===== src/sac_pkg.sv =====
package sac_pkg;

  // ----------------------------------------------------------------
  // sizes and counts
  // ----------------------------------------------------------------
  localparam int SAC_N = 36;
  localparam int SAC_CODE_W = 8;
  localparam int SAC_IDX_W = 6;
  localparam int SAC_ENC_FAULT_RUN = 3;
  localparam int SAC_FREQ_W = 16;
  localparam int SAC_PERR_W = 24;
  localparam logic [SAC_CODE_W-1:0] SAC_CODE_NONE = 8'h00;

  // ----------------------------------------------------------------
  // entry positions used by the logic
  // ----------------------------------------------------------------
  localparam int SAC_IDX_OVERVOLT = 0;
  localparam int SAC_IDX_OVERCUR = 1;
  localparam int SAC_IDX_PULSE_FREQ = 6;
  localparam int SAC_IDX_POS_ERR = 7;
  localparam int SAC_IDX_ENC_COMM = 8;
  localparam int SAC_IDX_NVM = 11;
  localparam int SAC_IDX_ENC_REL = 16;
  localparam int SAC_IDX_MOTOR_HOT = 17;
  localparam int SAC_IDX_SER_CRC = 18;
  localparam int SAC_IDX_SER_TMO = 19;
  localparam int SAC_IDX_ENC_HOT = 24;
  localparam int SAC_IDX_REGEN = 25;
  localparam int SAC_IDX_UNDERVOLT = 27;
  localparam int SAC_IDX_ESTOP = 28;
  localparam int SAC_IDX_CCW = 29;
  localparam int SAC_IDX_CW = 30;
  localparam int SAC_IDX_PHASE = 32;
  localparam int SAC_IDX_FAN = 34;
  localparam int SAC_IDX_DSP = 35;

  // ----------------------------------------------------------------
  // carriers
  // ----------------------------------------------------------------
  typedef struct packed {
    logic [SAC_CODE_W-1:0] code;
    logic warn;
    logic keep_on;
  } sac_entry_t;

  typedef struct packed {
    logic valid;
    logic bad;
  } sac_enc_frame_t;

  typedef struct packed {
    logic [SAC_CODE_W-1:0] code;
    logic fault;
    logic warn;
    logic servo_off;
  } sac_ind_t;

  typedef struct packed {
    logic [SAC_N-1:0] latch;
    sac_ind_t ind;
  } sac_state_t;

  typedef struct packed {
    logic [1:0] run;
    logic fault;
  } sac_enc_state_t;

  localparam sac_state_t SAC_STATE_RST = '0;
  localparam sac_enc_state_t SAC_ENC_STATE_RST = '0;

  // ----------------------------------------------------------------
  // code table, sorted by code: code, warning class, servo kept on
  // ----------------------------------------------------------------
  localparam sac_entry_t SAC_TABLE [SAC_N] = '{
    '{8'h01, 1'b0, 1'b0},
    '{8'h02, 1'b0, 1'b0},
    '{8'h03, 1'b0, 1'b0},
    '{8'h04, 1'b0, 1'b0},
    '{8'h05, 1'b0, 1'b0},
    '{8'h06, 1'b0, 1'b0},
    '{8'h07, 1'b0, 1'b0},
    '{8'h08, 1'b0, 1'b0},
    '{8'h09, 1'b0, 1'b0},
    '{8'h0A, 1'b0, 1'b0},
    '{8'h0B, 1'b0, 1'b0},
    '{8'h0C, 1'b0, 1'b0},
    '{8'h0D, 1'b0, 1'b0},
    '{8'h0E, 1'b0, 1'b0},
    '{8'h0F, 1'b0, 1'b0},
    '{8'h10, 1'b0, 1'b0},
    '{8'h11, 1'b0, 1'b0},
    '{8'h12, 1'b1, 1'b1},
    '{8'h13, 1'b0, 1'b0},
    '{8'h14, 1'b0, 1'b0},
    '{8'h15, 1'b0, 1'b0},
    '{8'h16, 1'b0, 1'b0},
    '{8'h17, 1'b0, 1'b0},
    '{8'h18, 1'b0, 1'b0},
    '{8'h19, 1'b0, 1'b1},
    '{8'h1B, 1'b0, 1'b0},
    '{8'h1D, 1'b0, 1'b0},
    '{8'h32, 1'b1, 1'b0},
    '{8'h33, 1'b1, 1'b0},
    '{8'h34, 1'b1, 1'b1},
    '{8'h35, 1'b1, 1'b1},
    '{8'h36, 1'b0, 1'b0},
    '{8'h37, 1'b1, 1'b0},
    '{8'h38, 1'b1, 1'b0},
    '{8'h39, 1'b0, 1'b0},
    '{8'h3A, 1'b1, 1'b0}
  };

  function automatic logic [SAC_N-1:0] sac_warn_mask();
    logic [SAC_N-1:0] m;
    m = '0;
    for (int i = 0; i < SAC_N; i++) begin
      m[i] = SAC_TABLE[i].warn;
    end
    return m;
  endfunction

  function automatic logic [SAC_N-1:0] sac_off_mask();
    logic [SAC_N-1:0] m;
    m = '0;
    for (int i = 0; i < SAC_N; i++) begin
      m[i] = ~SAC_TABLE[i].keep_on;
    end
    return m;
  endfunction

endpackage


===== src/sac_enc_rel.sv =====
`timescale 1ns/1ps
module sac_enc_rel
  import sac_pkg::*;
#(
  parameter int RUN = sac_pkg::SAC_ENC_FAULT_RUN
) (
  // clock and reset
  input wire logic clk,
  input wire logic nrst,
  // encoder frame results
  input sac_pkg::sac_enc_frame_t frame,
  // reliability fault level
  output logic fault
);

  // ----------------------------------------------------------------
  // checks
  // ----------------------------------------------------------------
  if (RUN < 1 || RUN > 3) begin : g_chk
    $error("sac_enc_rel: RUN must be 1 to 3");
  end

  localparam logic [1:0] RUN_MAX = 2'(RUN);

  sac_enc_state_t st_reg;
  sac_enc_state_t st_next;

  // ----------------------------------------------------------------
  // consecutive bad frame counter
  // ----------------------------------------------------------------
  // count saturates so a long bad run keeps the fault asserted
  always_comb begin
    st_next = st_reg;
    if (frame.valid && frame.bad) begin
      if (st_reg.run != RUN_MAX) begin
        st_next.run = st_reg.run + 2'h1;
      end
    end else if (frame.valid) begin
      st_next.run = 2'h0;
    end
    st_next.fault = (st_next.run == RUN_MAX);
  end

  always_ff @(posedge clk) begin
    if (!nrst) begin
      st_reg <= SAC_ENC_STATE_RST;
    end else begin
      st_reg <= st_next;
    end
  end

  assign fault = st_reg.fault;
endmodule // sac_enc_rel


===== src/sac_classifier.sv =====
`timescale 1ns/1ps
// Summary of operation
// each condition maps to a code, an indication output and servo state
// overvoltage gives code 1, fault indication, servo off
// instantaneous overcurrent gives code 2, fault indication, servo off
// pulse command frequency above limit gives code 7, fault, servo off
// position error magnitude above threshold gives code 8, servo off
// encoder communication fault gives code 9, fault, servo off
// three consecutive encoder data faults give code 17; good frame resets
// parameter memory access fault gives code 12, fault, servo off
// motor overheat gives code 18 as warning, servo stays on
// serial link checksum fault gives code 19, fault, servo off
// serial link timeout gives code 20, fault, servo off
// encoder overheat gives code 25 as fault, servo stays on
// braking resistor overload gives code 27, fault, servo off
// main circuit undervoltage gives code 50 as warning, servo off
// emergency stop gives code 51 as warning, servo off
// counter-clockwise limit gives code 52 as warning, servo on
// clockwise limit gives code 53 as warning, servo on
// main power phase loss gives code 55 as warning, servo off
// cooling fan fault gives code 57 as fault, servo off
// signal processor fault gives code 58 as warning, servo off
// fault codes latch until clear with condition gone; warnings follow
// lowest active fault code wins, else lowest warning; any off wins
module sac_classifier
  import sac_pkg::*;
#(
  parameter int FREQ_W = sac_pkg::SAC_FREQ_W,
  parameter int PERR_W = sac_pkg::SAC_PERR_W,
  parameter int ENC_RUN = sac_pkg::SAC_ENC_FAULT_RUN
) (
  // clock and reset
  input wire logic clk,
  input wire logic nrst,
  // raw detector flags, one per table entry
  input wire logic [sac_pkg::SAC_N-1:0] cond_flags,
  // pulse command frequency check
  input wire logic [FREQ_W-1:0] pulse_freq,
  input wire logic [FREQ_W-1:0] pulse_freq_limit,
  // position error check, error is two's complement
  input wire logic [PERR_W-1:0] pos_err,
  input wire logic [PERR_W-1:0] pos_err_limit,
  // encoder frame results
  input sac_pkg::sac_enc_frame_t enc_frame,
  // fault clear request
  input wire logic clear_req,
  // indications
  output logic [sac_pkg::SAC_CODE_W-1:0] alarm_code,
  output logic fault_indication_output,
  output logic warning_indication_output,
  output logic servo_off
);

  // ----------------------------------------------------------------
  // elaboration checks
  // ----------------------------------------------------------------
  if (FREQ_W < 1 || FREQ_W > 32) begin : g_chk_freq
    $error("sac_classifier: FREQ_W out of range");
  end
  if (PERR_W < 2 || PERR_W > 32) begin : g_chk_perr
    $error("sac_classifier: PERR_W out of range");
  end

  typedef struct packed {
    logic found;
    logic [SAC_IDX_W-1:0] idx;
  } sac_pick_t;

  localparam logic [SAC_N-1:0] WARN_MASK = sac_warn_mask();
  localparam logic [SAC_N-1:0] ALARM_MASK = ~WARN_MASK;
  localparam logic [SAC_N-1:0] OFF_MASK = sac_off_mask();

  // ----------------------------------------------------------------
  // helpers
  // ----------------------------------------------------------------
  // lowest set bit; the table is sorted, so lowest index is lowest code
  function automatic sac_pick_t first_set(input logic [SAC_N-1:0] v);
    sac_pick_t p;
    p = '0;
    for (int i = SAC_N - 1; i >= 0; i--) begin
      if (v[i]) begin
        p.found = 1'b1;
        p.idx = SAC_IDX_W'(i);
      end
    end
    return p;
  endfunction

  // most negative value saturates instead of wrapping back negative
  function automatic logic [PERR_W-1:0] mag(input logic [PERR_W-1:0] v);
    logic [PERR_W-1:0] r;
    r = v;
    if (v[PERR_W-1]) begin
      r = PERR_W'(~v + 1'b1);
      if (r[PERR_W-1]) begin
        r = {1'b0, {(PERR_W-1){1'b1}}};
      end
    end
    return r;
  endfunction

  sac_state_t st_reg;
  sac_state_t st_next;
  logic enc_rel_fault;
  logic [SAC_N-1:0] cond;
  logic [SAC_N-1:0] act_alarm;
  logic [SAC_N-1:0] act_warn;
  sac_pick_t pick_alarm;
  sac_pick_t pick_warn;

  // ----------------------------------------------------------------
  // encoder reliability counter
  // ----------------------------------------------------------------
  sac_enc_rel #(
    .RUN(ENC_RUN)
  ) u_enc_rel (
    .clk(clk),
    .nrst(nrst),
    .frame(enc_frame),
    .fault(enc_rel_fault)
  );

  // ----------------------------------------------------------------
  // condition vector
  // ----------------------------------------------------------------
  // derived entries ignore their raw flag bits
  always_comb begin
    cond = cond_flags;
    cond[SAC_IDX_PULSE_FREQ] = (pulse_freq > pulse_freq_limit);
    cond[SAC_IDX_POS_ERR] = (mag(pos_err) > pos_err_limit);
    cond[SAC_IDX_ENC_REL] = enc_rel_fault;
  end

  // ----------------------------------------------------------------
  // latching, priority and indication
  // ----------------------------------------------------------------
  always_comb begin
    st_next = st_reg;
    // a condition still present keeps its bit even under clear
    st_next.latch = (cond & ALARM_MASK) |
                    (st_reg.latch & ~({SAC_N{clear_req}} & ~cond));
    act_alarm = st_next.latch & ALARM_MASK;
    act_warn = cond & WARN_MASK;
    pick_alarm = first_set(act_alarm);
    pick_warn = first_set(act_warn);
    if (pick_alarm.found) begin
      st_next.ind.code = SAC_TABLE[pick_alarm.idx].code;
    end else if (pick_warn.found) begin
      st_next.ind.code = SAC_TABLE[pick_warn.idx].code;
    end else begin
      st_next.ind.code = SAC_CODE_NONE;
    end
    st_next.ind.fault = |act_alarm;
    st_next.ind.warn = |act_warn;
    st_next.ind.servo_off = |((act_alarm | act_warn) & OFF_MASK);
  end

  always_ff @(posedge clk) begin
    if (!nrst) begin
      st_reg <= SAC_STATE_RST;
    end else begin
      st_reg <= st_next;
    end
  end

  assign alarm_code = st_reg.ind.code;
  assign fault_indication_output = st_reg.ind.fault;
  assign warning_indication_output = st_reg.ind.warn;
  assign servo_off = st_reg.ind.servo_off;
endmodule // sac_classifier


===== config.mk =====
export PLATFORM = sky130hd
export DESIGN_NAME = sac_classifier
export DESIGN_NICKNAME = d
export VERILOG_FILES = /design/src/sac_pkg.sv /design/src/sac_enc_rel.sv /design/src/sac_classifier.sv
export SDC_FILE = /design/constraint.sdc
export NUM_CORES = 1
export LEC_CHECK = 0
export BUFFER_PORTS_ARGS = -buffer_cell sky130_fd_sc_hd__buf_2
export CAP_MARGIN = 20
export CORE_AREA = 2 2 136 125
export CTS_CLUSTER_SIZE = 20
export DETAILED_ROUTE_END_ITERATION = 7
export DIE_AREA = 0 0 138 127
export SLEW_MARGIN = 20
export SYNTH_ARGS = -nofsm -noshare
export SYNTH_HDL_FRONTEND = slang
export SYNTH_HIERARCHICAL = 1
export SYNTH_SLANG_ARGS = --single-unit

===== constraint.sdc =====
create_clock -name clk -period 5.9 [get_ports clk]
set_input_delay 0.295 -clock clk [delete_from_list [all_inputs] [get_ports clk]]
set_output_delay 0.295 -clock clk [all_outputs]
set_load 0.05 [all_outputs]

==> flow_metrics.tcl <==
set metrics [dict create \
    worst-path-stages 24 \
    start_kind "primary input" \
    grt_start_max_net_pins 31 \
    worstMarginPinSlew_ps 799 \
    largest_reg_flops 28 \
    cts_setup_buffers 0 \
    maxCapViolCount 0 \
    drive_gt1_frac 0.231 \
    clock_latency_ps 290 \
    path_clk_slew_ps 60 \
    place.port_buffers 126 \
    htreeDepth 2 \
    crit_end "alarm_code[1]$_SDFF_PN0_" \
    rsz0062_at_grt "no" \
    max_freq_mhz 183 \
    core-area_um2 16000 \
    fin_crit_sh 0.925 \
    report.final.slew_viol_count 0 \
    cellLeakagePower_nw 2.42 \
    start_util 0.247 \
    drc_errors 0 \
    synth_area_um2 3950 \
    critPathMaxFanout 19 \
    antenna_found_initial 0 \
    synth.top_cell.area_share 0.203 \
    vdd_drop_max_uv 118 \
    cts_sinks 40 \
    root_buffer "clkbuf_16" \
    grt-ovfl-total 0 \
    num_rows 44 \
    wl_um 11200 \
    crit_required_ps 6080 \
    synth_cell_types 64 \
    chipWidth_um 138 \
    critPathCaptureType "flip-flop" \
    ys_seq_area_frac 0.203 \
    crit_chain "buf_2, or3_4, or4_4, or3_4, or4_4, or3_4, nor3_4, nand3_4, nand2_1, ha_1, a21oi_1, o21ai_0, a22o_1, o21ai_0, buf_4, nand3b_1, nor2_1, o21bai_1, nand2_1, inv_1, ha_1, o211ai_1, o21ai_0, a221oi_1" \
    synth.area.top_cells "dfxtp_1, ha_1, nor2_1" \
    relSlewSlack 0.468 \
    instances_no_fill 886 \
    p_per_area_nw_per_um2 177 \
    drt-pass1-iter-count 8 \
    io_pins 132 \
    synthToLayoutAreaGrowth_pct 25.7 \
    hpwl_um 9080 \
    vias 4134 \
    reg2reg_depth 12 \
    yosys-top-cells-count "nor2_1, inv_1, a21oi_1" \
    timing.rr.start "st_reg[21]$_SDFF_PN0_" \
    synth_cells 558 \
    setup_violations 0 \
    finalNetCount 846 \
    clockBufferDepth 2 \
    ys_warn_count 6 \
    cts_tree "built" \
    synth_seq_cells 40 \
    synth_edf_count 0 \
    synth_largest_area_cell "dfxtp_1" \
    ant_nets 0 \
    vias_per_cell 4.67 \
    path_class "primary input to flip-flop" \
    finalCriticalPeriod_ps 5460 \
    synth-async-reset-ratio 0 \
    numCtsBuffers 5 \
    dieArea_um2 17500 \
    num_antenna_cells 0 \
    grtUsageTotal 0.124 \
    wire_per_inst_um 12.7 \
    cp-startpoint "pos_err[3]" \
    place.gp.congestion 0.794 \
    synth.avg_cell_area_um2 7.07 \
    synth-main-ff-cell "dfxtp_1" \
    cp.buffers_inverters 3 \
    hold_violations 0 \
    clock_skew_ps 7.40 \
    fin_tns_setup_ps 0 \
    status "finished clean" \
    die_h_um 127 \
    synth_most_common_cell "nor2_1" \
    slowest_delay_ps 440 \
    r2r_slack_ps 2800 \
    path_delay_family "simple AND/OR/NAND/NOR gates" \
    arrival_ps 5640 \
    slowest_stage "or4_4" \
    r2r_end "alarm_code[1]$_SDFF_PN0_" \
    grt_pass1_wl_um 18300 \
    dr.first_iter.drc_count 189 \
    final_util 0.311 \
    placed_cells 878 \
    holdCritPathClass "primary input to flip-flop" \
    grt_pass1_vias 3932 \
]
## placed cells by master (no fill, tap or decap), types with 3 or more instances in the layout
cell,netlist,final
a211oi_1,7,7
a21o_1,5,5
a21oi_1,52,52
a221o_1,3,3
a31oi_1,4,4
and2_1,3,3
and3_1,3,3
buf_2,1,126
buf_4,8,8
clkbuf_16,0,5
dfxtp_1,40,40
ha_1,47,47
inv_1,57,57
nand2_1,51,51
nand2b_1,7,7
nand3_1,5,5
nand4_1,8,8
nor2_1,80,80
nor2b_1,8,8
nor3_1,12,12
o211ai_1,3,3
o21a_1,9,9
o21ai_0,44,44
o21bai_1,6,6
o221ai_1,3,3
o31ai_1,6,6
or2_2,4,4
or3_1,3,3
or3_4,3,3
or4_1,4,4
xor2_1,17,17
## worst min-delay path by stage
stage	startpoint	to	slack (ps)	cells past startpoint
finish	cond_flags[12]	st_reg[23]$_SDFF_PN0_	250	3
global route	cond_flags[0]	st_reg[11]$_SDFF_PN0_	270	3
CTS	cond_flags[0]	st_reg[11]$_SDFF_PN0_	250	3
detailed placement	u_enc_rel/st_reg[2]$_SDFF_PN0_	u_enc_rel/fault$_SDFF_PN0_	450	2
global placement	u_enc_rel/st_reg[2]$_SDFF_PN0_	u_enc_rel/fault$_SDFF_PN0_	450	2
floorplan	cond_flags[0]	st_reg[11]$_SDFF_PN0_	410	2
## kinds of logic (layout without fill, tap and decap cells)
logic type,count (synthesis),in the layout,share of synthesized area
buffers and inverters,79,199,0.0849
AND/OR/NAND/NOR,205,205,0.253
adder cells (fa/ha/maj),47,47,0.149
flip-flops,40,40,0.203
XOR/XNOR,18,18,0.0399
other,1,2,0.000950
AO/OA/AOI/OAI,168,168,0.269
## per-layer routing
metal,up-vias,part of all wire,track usage
met3,9,0.053,0.0274
met4,0,0.0083,0.0216
met5,-,0,0
met1,1811,0.50,0.172
met2,110,0.43,0.199
li1,2204,-,-
## power breakdown
part	switching (mW)	internal, mW
logic	0.153	0.117
clock network	0.114	0.199
registers	0.00923	0.286
total	0.277	0.601
## worst min-delay path: stages
cell	delay [ps]
buf_2	100
a21oi_1	40
nor2_1	70
## per-stage QoR
step | power, mW | hold WS [ps] | area (um^2) | setup WS [ps]
after floorplan | 0.470 | 412 | 3950 | 579
after global placement | 0.567 | 448 | 4780 | 136
after detailed placement | 0.570 | 445 | 4780 | 37.3
after CTS | 0.888 | 250 | 4950 | 333
after global routing | 0.941 | 266 | 4960 | 8.84
final | 0.878 | 251 | 4960 | 445
## final cells by class
| type | instances | area [um^2] |
|---|---|---|
| Clock buffer | 5 | 125 |
| Sequential cell | 40 | 801 |
| Timing Repair Buffer | 134 | 691 |
| Inverter | 57 | 214 |
| Tap cell | 207 | 259 |
| Multi-Input combinational cell | 440 | 2830 |
| Fill cell | 1730 | 11000 |
| Clock inverter | 3 | 42.5 |
## what timing repair did
action                     4_1_cts  5_1_grt
setup endpoints to repair        0        4
gates resized for setup          0        2
hold endpoints to repair         0        0
hold buffers                     0        0
No activity file was read; power rests on OpenSTA's default activity.
